===== config.mk =====
export PLATFORM = sky130hd
export DESIGN_NAME = ccsr_regs
export DESIGN_NICKNAME = d
export VERILOG_FILES = /design/src/rtl/ccsr_regs.v
export VERILOG_INCLUDE_DIRS = /design/src /design/src/rtl
export SDC_FILE = /design/constraint.sdc
export NUM_CORES = 1
export LEC_CHECK = 0
export BUFFER_PORTS_ARGS = -buffer_cell sky130_fd_sc_hd__buf_2
export CORE_ASPECT_RATIO = 2
export CORE_MARGIN = 5
export CORE_UTILIZATION = 48
export CTS_CLUSTER_SIZE = 20
export DETAILED_ROUTE_END_ITERATION = 10
export PLACE_DENSITY = 0.72
export SLEW_MARGIN = 20
export SYNTH_ARGS = -nofsm -noshare
export SYNTH_HDL_FRONTEND = slang
export SYNTH_SLANG_ARGS = --single-unit

===== constraint.sdc =====
create_clock -name sys_clk -period 1.15 [get_ports sys_clk]
set_input_delay 0.23 -clock sys_clk [delete_from_list [all_inputs] [get_ports sys_clk]]
set_output_delay 0.23 -clock sys_clk [all_outputs]
set_load 0.01 [all_outputs]

===== src/rtl/ccsr_defs.vh =====
// constants for the card configuration and status register bank
`ifndef CCSR_DEFS_VH
`define CCSR_DEFS_VH

// ============================================================
// register offsets in attribute space
`define CCSR_ADDR_W 8
`define CCSR_OFS_CONFIG_STATUS 8'hFA
`define CCSR_OFS_PIN_REPLACE 8'hFC
`define CCSR_OFS_SOCKET_COPY 8'hFE

// ============================================================
// config_and_status field positions
`define CCSR_CS_CHANGED 7
`define CCSR_CS_SIGCHG 6
`define CCSR_CS_IOIS8 5
`define CCSR_CS_RSVD 4
`define CCSR_CS_AUDIO 3
`define CCSR_CS_PWRDWN 2
`define CCSR_CS_INTR 1
`define CCSR_CS_IRQACK 0

// ============================================================
// pin_replacement_status layout: changed bits above live bits
`define CCSR_PR_PAIRS 4
`define CCSR_PR_CHG_LSB 4
`define CCSR_PR_LIVE_LSB 0
`define CCSR_PR_BVD1 3
`define CCSR_PR_BVD2 2
`define CCSR_PR_READY 1
`define CCSR_PR_WPROT 0

// ============================================================
// socket_copy_ident layout
`define CCSR_SC_RSVD 7
`define CCSR_SC_STORE_W 7

// ============================================================
// start-up depth: edges before the pin pair is compared
`define CCSR_SETTLE_W 5
`define CCSR_SETTLE_ZERO 5'h00

// ============================================================
// reset and fixed values
`define CCSR_BYTE_ZERO 8'h00
`define CCSR_NIB_ZERO 4'h0
`define CCSR_SC_RESET 7'h00
`define CCSR_BIT_ZERO 1'b0
`define CCSR_BIT_ONE 1'b1

`endif


===== src/rtl/ccsr_regs.v =====
// configuration-and-status, pin replacement and socket-copy registers
//
// What this block does
// - reserved config_and_status bit reads zero
// - audio bit stored only, speaker never driven
// - power-down bit stored, driven out on power_down_request
// - interrupt bit shows pending function interrupt
// - interrupt bit writes dropped, acknowledge always zero
// - acknowledge bit ignores writes, reads zero
// - status-change output is never asserted
// - changed bit sets when paired live toggles
// - host may set changed bits directly
// - live bit written one also writes changed
// - battery-detect live bits show internal detectors
// - ready live bit shows internal ready state
// - write-protect live bit shows switch state
// - changed bits D7..D4, live D3..D0
// - copy number field from D6, read/write
// - socket number field from D3, read/write
// - changed summary set when any changed bit, I/O interface only
`timescale 1ns/100ps
`include "ccsr_defs.vh"
`default_nettype none

module ccsr_regs
(
    input wire sys_clk,
    input wire rst,
    input wire clk_en,
    input wire soft_reset,
    input wire [`CCSR_ADDR_W-1:0] reg_addr,
    input wire [7:0] reg_wdata,
    input wire reg_wr,
    input wire reg_rd,
    input wire io_interface,
    input wire irq_pending,
    input wire batt_detect1_int,
    input wire batt_detect2_int,
    input wire ready_int,
    input wire write_protect_pin,
    output reg [7:0] reg_rdata,
    output reg speaker_out,
    output reg status_change_n,
    output reg power_down_request
);

// ============================================================
// state
reg sig_chg_gate;
reg io_is_8bit;
reg audio_enable;
reg [`CCSR_SC_STORE_W-1:0] socket_copy;
reg [`CCSR_PR_PAIRS-1:0] changed;
reg [`CCSR_PR_PAIRS-1:0] live_prev;
reg [`CCSR_SETTLE_W-1:0] settle;
reg wp_sync1;
reg wp_sync2;
reg wp_sync3;
reg wp_state;

wire [`CCSR_PR_PAIRS-1:0] live;
wire [`CCSR_PR_PAIRS-1:0] next_changed;
wire sel_cs;
wire sel_pr;
wire sel_sc;
wire wr_cs;
wire wr_pr;
wire wr_sc;
wire any_changed;
reg [7:0] next_rdata;

// ============================================================
// address decode
assign sel_cs = (reg_addr == `CCSR_OFS_CONFIG_STATUS);
assign sel_pr = (reg_addr == `CCSR_OFS_PIN_REPLACE);
assign sel_sc = (reg_addr == `CCSR_OFS_SOCKET_COPY);
assign wr_cs = reg_wr && sel_cs;
assign wr_pr = reg_wr && sel_pr;
assign wr_sc = reg_wr && sel_sc;

// ============================================================
// write-protect switch arrives from a pin: three-stage synchroniser
// a change is taken only once stages two and three agree
always @(posedge sys_clk or posedge rst)
begin
    if (rst)
    begin
        wp_sync1 <= `CCSR_BIT_ZERO;
        wp_sync2 <= `CCSR_BIT_ZERO;
        wp_sync3 <= `CCSR_BIT_ZERO;
        wp_state <= `CCSR_BIT_ZERO;
    end
    else if (clk_en)
    begin
        wp_sync1 <= write_protect_pin;
        wp_sync2 <= wp_sync1;
        wp_sync3 <= wp_sync2;
        if (wp_sync2 == wp_sync3)
        begin
            wp_state <= wp_sync3;
        end
    end
end

// ============================================================
// change-detect start-up
// the synchroniser leaves reset at zero, so a pin held high would
// look like a change; the write-protect pair waits until the pin
// value has crossed every stage before it is compared
always @(posedge sys_clk or posedge rst)
begin
    if (rst)
    begin
        settle <= `CCSR_SETTLE_ZERO;
    end
    else if (clk_en)
    begin
        settle <= {settle[`CCSR_SETTLE_W-2:0], `CCSR_BIT_ONE};
    end
end

// ============================================================
// live status vector, same order as the changed bits
assign live[`CCSR_PR_BVD1] = batt_detect1_int;
assign live[`CCSR_PR_BVD2] = batt_detect2_int;
assign live[`CCSR_PR_READY] = ready_int;
assign live[`CCSR_PR_WPROT] = wp_state;

// ============================================================
// change latches, one per pair
genvar gi;
generate
    for (gi = 0; gi < `CCSR_PR_PAIRS; gi = gi + 1)
    begin : g_pair
        wire hw_set;
        wire host_wr_val;
        wire host_set;
        wire ref_ok;
        // first sample after reset is only a reference, not a change;
        // the pin pair waits until the synchroniser has filled
        assign ref_ok = (gi == `CCSR_PR_WPROT) ?
            settle[`CCSR_SETTLE_W-1] : settle[0];
        assign hw_set = ref_ok && (live[gi] != live_prev[gi]);
        // live bit written one: changed takes the written value
        assign host_wr_val = wr_pr && reg_wdata[`CCSR_PR_LIVE_LSB + gi];
        // live bit written zero: a one on the changed bit still sets it
        assign host_set = wr_pr && reg_wdata[`CCSR_PR_CHG_LSB + gi];
        // hardware set wins over a host clear in the same cycle
        assign next_changed[gi] = hw_set ? `CCSR_BIT_ONE :
            host_wr_val ? reg_wdata[`CCSR_PR_CHG_LSB + gi] :
            host_set ? `CCSR_BIT_ONE : changed[gi];
    end
endgenerate

assign any_changed = |changed;

always @(posedge sys_clk or posedge rst)
begin
    if (rst)
    begin
        changed <= `CCSR_NIB_ZERO;
        live_prev <= `CCSR_NIB_ZERO;
    end
    else if (clk_en)
    begin
        live_prev <= live;
        if (soft_reset)
        begin
            changed <= `CCSR_NIB_ZERO;
        end
        else
        begin
            changed <= next_changed;
        end
    end
end

// ============================================================
// config_and_status storage
// interrupt and acknowledge bits have no storage: with a single
// function the acknowledge is always zero, so every write to the
// interrupt bit is discarded
always @(posedge sys_clk or posedge rst)
begin
    if (rst)
    begin
        sig_chg_gate <= `CCSR_BIT_ZERO;
        io_is_8bit <= `CCSR_BIT_ZERO;
        audio_enable <= `CCSR_BIT_ZERO;
        power_down_request <= `CCSR_BIT_ZERO;
    end
    else if (clk_en)
    begin
        if (soft_reset)
        begin
            sig_chg_gate <= `CCSR_BIT_ZERO;
            io_is_8bit <= `CCSR_BIT_ZERO;
            audio_enable <= `CCSR_BIT_ZERO;
            power_down_request <= `CCSR_BIT_ZERO;
        end
        else if (wr_cs)
        begin
            sig_chg_gate <= reg_wdata[`CCSR_CS_SIGCHG];
            io_is_8bit <= reg_wdata[`CCSR_CS_IOIS8];
            audio_enable <= reg_wdata[`CCSR_CS_AUDIO];
            power_down_request <= reg_wdata[`CCSR_CS_PWRDWN];
        end
    end
end

// ============================================================
// socket_copy_ident storage, D7 not stored
always @(posedge sys_clk or posedge rst)
begin
    if (rst)
    begin
        socket_copy <= `CCSR_SC_RESET;
    end
    else if (clk_en)
    begin
        if (soft_reset)
        begin
            socket_copy <= `CCSR_SC_RESET;
        end
        else if (wr_sc)
        begin
            // copy number D6..D4, socket number D3..D0
            socket_copy <= reg_wdata[`CCSR_SC_STORE_W-1:0];
        end
    end
end

// ============================================================
// read mux; unmapped offsets read zero
// a write in the same cycle shows only on the next read
always @*
begin
    next_rdata = `CCSR_BYTE_ZERO;
    if (sel_cs)
    begin
        // summary bit is meaningless outside the I/O interface
        next_rdata[`CCSR_CS_CHANGED] = io_interface && any_changed;
        next_rdata[`CCSR_CS_SIGCHG] = sig_chg_gate;
        next_rdata[`CCSR_CS_IOIS8] = io_is_8bit;
        next_rdata[`CCSR_CS_RSVD] = `CCSR_BIT_ZERO;
        next_rdata[`CCSR_CS_AUDIO] = audio_enable;
        next_rdata[`CCSR_CS_PWRDWN] = power_down_request;
        // live flag only: host writes can never reach it
        next_rdata[`CCSR_CS_INTR] = irq_pending;
        next_rdata[`CCSR_CS_IRQACK] = `CCSR_BIT_ZERO;
    end
    else if (sel_pr)
    begin
        next_rdata = {changed, live};
    end
    else if (sel_sc)
    begin
        next_rdata = {`CCSR_BIT_ZERO, socket_copy};
    end
end

// ============================================================
// registered read data, held until the next accepted read
always @(posedge sys_clk or posedge rst)
begin
    if (rst)
    begin
        reg_rdata <= `CCSR_BYTE_ZERO;
    end
    else if (clk_en)
    begin
        if (reg_rd)
        begin
            reg_rdata <= next_rdata;
        end
    end
end

// ============================================================
// fixed outputs, from flops so the pins cannot glitch
always @(posedge sys_clk or posedge rst)
begin
    if (rst)
    begin
        speaker_out <= `CCSR_BIT_ZERO;
        status_change_n <= `CCSR_BIT_ONE;
    end
    else if (clk_en)
    begin
        // no audio path exists, whatever audio_enable holds
        speaker_out <= `CCSR_BIT_ZERO;
        // status change not supported: kept high (inactive)
        status_change_n <= `CCSR_BIT_ONE;
    end
end

endmodule

`default_nettype wire


# After elaboration in Yosys (flattened, before gate mapping)
# Cells that the tools add are included.
op_classes:
  n_eq_ne: 8
  muxes: 26
  n_reduce_logical: 31
ops:
  columns: ["cell", "n"]
  rows:
  - ["$eq 8x8->1 const B", 3]
  - ["$mux 7", 3]
  - ["$mux 1", 20]
  - ["$logic_and 1x1->1", 16]
  - ["$mux 8", 2]
  - ["$reduce_and 2->1", 8]
  - ["$reduce_bool 4->1", 4]
  - ["$mux 4", 1]
  - ["$ne 1x1->1", 4]
  - ["$reduce_bool 2->1", 2]
  - ["$reduce_or 4->1", 1]
  - ["$eq 1x1->1", 1]
totals:
  register_bits: 36
  elab_cells: 81

# Logic depth before layout (Yosys ltp)
depth:
  ltp_word: 7
  mapped_depth: 6

# Least setup slack after synthesis
# OpenSTA, ideal clock, no wires.
synth_timing:
  path_type: "input to register"
  from: "input port reg_addr[1]"
  to: "register changed[0]"
  setup_ns: 0.122
  t_arrival_ns: 1.175
  t_required_ns: 1.028
  slack_ns: -0.146
  path_stages: 5
  path_cell_list: "and4bb_4 and2_4 buf_6 nand4_1 a32o_1"
synth_via:
  elab_chain_len: 6
  word_cells_on_any_way: 9
  cone_classes: "eq/ne: 1; mux: 3; reduce/logical: 5"
synth_lines:
  columns: ["element", "line_no", "source"]
  rows:
  - ["start, declared", "ccsr_regs.v:31", "input wire [`CCSR_ADDR_W-1:0] reg_addr,"]
  - ["$eq 8x8->1 (no line) (*)", null, null]
  - ["$logic_and 1x1->1 (*)", "ccsr_regs.v:78", "assign wr_pr = reg_wr && sel_pr;"]
  - ["$logic_and 1x1->1", "ccsr_regs.v:145", "assign host_wr_val = wr_pr && reg_wdata[`CCSR_PR_LIVE_LSB + gi];"]
  - ["$mux 1", "ccsr_regs.v:150", "host_wr_val ? reg_wdata[`CCSR_PR_CHG_LSB + gi] :"]
  - ["$mux 1", "ccsr_regs.v:149", "assign next_changed[gi] = hw_set ? `CCSR_BIT_ONE :"]
  - ["$mux 4", "ccsr_regs.v:167", "if (soft_reset)"]
  - ["end signal, assigned", "ccsr_regs.v:161", "changed <= `CCSR_NIB_ZERO;"]
  - ["end signal, assigned", "ccsr_regs.v:169", "changed <= `CCSR_NIB_ZERO;"]
  - ["end signal, assigned", "ccsr_regs.v:173", "changed <= next_changed;"]
  - ["end, declared", "ccsr_regs.v:53", "reg [`CCSR_PR_PAIRS-1:0] changed;"]
# Every way passes the cells marked *; elsewhere a longest branch is shown, timed or not.
# A chain may end at the register's enable or synchronous reset.

# Final worst setup path
layout_timing:
  from: "input port reg_addr[0]"
  to: "register socket_copy[1]"
layout_via:
  elab_chain_len: 4
layout_lines:
  columns: ["element", "line_no", "source"]
  rows:
  - ["$eq 8x8->1 (no line)", null, null]
  - ["$logic_and 1x1->1", "ccsr_regs.v:79", "assign wr_sc = reg_wr && sel_sc;"]
  - ["$reduce_bool 2->1 (no line)", null, null]
  - ["$reduce_and 2->1 (no line)", null, null]
  - ["end signal, assigned", "ccsr_regs.v:217", "socket_copy <= `CCSR_SC_RESET;"]
  - ["end signal, assigned", "ccsr_regs.v:223", "socket_copy <= `CCSR_SC_RESET;"]
  - ["end signal, assigned", "ccsr_regs.v:228", "socket_copy <= reg_wdata[`CCSR_SC_STORE_W-1:0];"]
  - ["end, declared", "ccsr_regs.v:52", "reg [`CCSR_SC_STORE_W-1:0] socket_copy;"]
# No other way between the ends.

==> results.py <==
metrics = {
    "outcome": {
        "status": "finished, final reports clean",
    },
    "sta": {
        "fmax_mhz": 911.7,
        "clock_skew_ns": 0.001472,
        "final_hold_viol_count": 0,
        "min_period_ns": 1.097,
        "setup_violations": 0,
        "slew_violations": 0,
        "finalCritPeriodShare": 0.9538,
        "rsz0062_at_grt": "no",
    },
    "routing": {
        "antenna_left": 0,
        "drt-pass1-iter-count": 5,
        "vias_per_cell": 5.660,
        "vias": 1398,
        "drc": 0,
        "drt_iter0_drc": 63,
        "drt-wirelength-per-cell_um": 16.72,
        "wirelength_mm": 4.129,
    },
    "synthesis": {
        "ys_types": 38,
        "syn-num-nets": 178,
        "synth_area_per_cell_um2": 11.61,
        "synth_area_um2": 1742,
        "yosys.area_share.xor_xnor": 0.02011,
        "synth-simple-area-share": 0.1458,
        "synth_mux_area_frac": 0.07112,
        "synth_compound_area_frac": 0.2026,
        "synth_warnings": 0,
        "synth_cells": 150,
        "synth_top_family_by_area": "compound AO/OA/AOI/OAI gates",
        "synth_fa_ha_area_frac": 0,
        "ys_ff_latch": 36,
        "ys_seq_area_frac": 0.5172,
    },
    "finish": {
        "layout.cells.non_filler": 247,
        "area_growth_pct": 26.15,
        "final_cell_mix": "36 x dfrtp_1, 36 x buf_2, 13 x buf_4, 11 x mux2_2, 10 x nor3_1",
        "num-nets-final": 226,
        "final_area_um2": 2197,
        "antenna_cells": 0,
        "drive_gt1_frac": 0.4596,
    },
    "worst_setup_path": {
        "critPathTopFamily": "simple AND/OR/NAND/NOR gates",
        "r2r_slack_ns": 0.09,
        "crit_chain": "buf_2 > and4b_2 > and3_4 > and2_1 > a22o_1",
        "worstSetupStartpoint": "reg_addr[0]",
        "rr_endpoint": "changed[0]",
        "cp_max_fo": 5,
        "slowest_stage": "and2_1",
        "arrival_ns": 1.32,
        "worstSetupEndpoint": "socket_copy[1]",
        "criticalPathCategory": "in -> reg",
        "cp.required_ns": 1.37,
        "slowest_delay_ns": 0.30,
        "r2r-start": "live_prev[0]",
        "ff2ff_path_depth": 3,
        "crit_path_start_kind": "primary input",
        "crit_path_end_kind": "flop",
        "crit_cells": 5,
        "cp_num_buf_inv": 1,
    },
    "clock_network": {
        "path_clk_slew_ns": 0.06,
        "clockRootBuffer": "clkbuf_8",
        "clk_latency_ns": 0.28,
        "cts_sinks": 36,
        "cts_tree": "done",
        "cts.htree.levels": 2,
        "ctsLongestPathBuffers": 2,
        "cts_made_buffers": 5,
    },
    "min_path": {
        "hold_path.class": "in -> reg",
    },
    "global_routing": {
        "grt_max_degree": 37,
        "antenna_found_initial": 0,
        "grt_util_all_layers": 0.1858,
        "grt_remaining_overflow": 0,
        "grt_pass1_wl_mm": 6.782,
        "grt_pass1_vias": 1507,
    },
    "die": {
        "ios": 39,
        "rows": 31,
        "die_w_um": 52.60,
        "initial_core_util": 0.4881,
        "coreArea_um2": 3568,
        "chipHeight_um": 95.19,
        "die-area_um2": 5006,
    },
    "placed_design": {
        "dpl-instance-area_um2": 2108,
        "dp.cells": 239,
        "place.gp.congestion": 0.9238,
        "portBuffers": 36,
        "hpwl_mm": 3.252,
    },
    "run": {
        "drv_cap": 0,
    },
    "power": {
        "p_leak_nw": 1.020,
        "power_mw": 2.720,
        "power_density_nw_per_um2": 1238,
        "vdd_drop_max_mv": 0.7590,
    },
}
==> report_power, final <==
part | internal (mW) | switching (mW) | total (mW)
combinational | 0.243 | 0.224 | 0.466
sequential | 1.37 | 0.0785 | 1.45
clock | 0.410 | 0.393 | 0.803
==> final cells by class <==
class,count,area [µm²]
clock buffer,6,72.57
clock inverter,1,5.005
fill,319,1371
inverter,1,3.754
multi-input combinational,102,825.8
sequential,36,900.9
tap,49,61.31
timing repair buffer,52,327.8
==> per-layer routing <==
metal  vias up  global-route usage  wire length (µm)
met3        12             0.03443               168
met2        43              0.3444              2347
met5         -                   0                 0
met4         0              0.1151               183
met1       688              0.1783              1429
li1        655                   -                 -
==> how the worst min path moves through the flow <==
stage / start / endpoint / depth (start not counted)
4_1_cts: write_protect_pin / wp_sync1 / 2
3_3_place_gp: rst / live_prev[0] / 3
2_1_floorplan: reg_wdata[3] / audio_enable / 1
5_1_grt: reg_wdata[0] / socket_copy[0] / 2
6_report: write_protect_pin / wp_sync1 / 2
3_5_place_dp: rst / live_prev[0] / 3
==> cells by family after synthesis <==
family          count (synthesis)
compound gates                 42
xor+xnor                        4
buf+inv                        12
flops                          36
mux                            11
other cells                     2
simple gates                   43
==> registers in the layout, indices dropped and copies added, names as in the netlist, 4 cells and up <==
register	cells
changed	4
live_prev	4
reg_rdata	8
settle	5
socket_copy	7
==> cell usage after synthesis <==
library cell,instances,share of area
or2_2,1,0.0036
and4bb_2,1,0.0072
buf_2,3,0.0086
o21ai_0,2,0.0057
a221oi_1,5,0.025
nor3_1,10,0.029
conb_1,2,0.0043
nand2b_1,2,0.0072
and4b_2,1,0.0065
buf_4,3,0.013
a32o_1,5,0.029
nor2b_1,2,0.0072
buf_6,1,0.0065
nor3b_1,1,0.0043
clkbuf_1,4,0.0086
o21ai_2,2,0.010
and4_4,1,0.0065
inv_1,1,0.0022
o41ai_1,1,0.0050
a21oi_1,2,0.0057
o31ai_1,1,0.0043
xor2_1,4,0.020
a41oi_1,2,0.010
and2_4,2,0.010
and3_1,2,0.0072
and4bb_4,1,0.0093
a21o_2,5,0.025
nand4_1,2,0.0072
a32oi_1,2,0.010
a22oi_1,3,0.013
dfrtp_1,36,0.52
nor2_1,6,0.013
and2_1,3,0.011
nand2_1,8,0.017
mux2_2,11,0.071
a22o_1,9,0.045
o21bai_1,2,0.0086
a311o_1,1,0.0057
==> timing repair <==
action	CTS	global route
endpoints found under the hold margin	36	0
endpoints found under the setup margin	0	2
buffers inserted	0	0
hold buffers	1	0
resized for setup	0	1
==> per-stage QoR <==
step	util	hold slack (ns)	setup TNS (ns)	worst slack, ns
2_1_floorplan	-	0.3625	-1.230	-0.1013
3_3_place_gp	0.5908	0.2832	-4.085	-0.2176
3_5_place_dp	0.5908	0.2942	-4.660	-0.2628
4_1_cts	0.6154	0.1849	0	0.03532
5_1_grt	0.6157	0.1947	0	0.01380
6_report	0.6157	0.1816	0	0.05314
(Power assumes the default switching activity.)
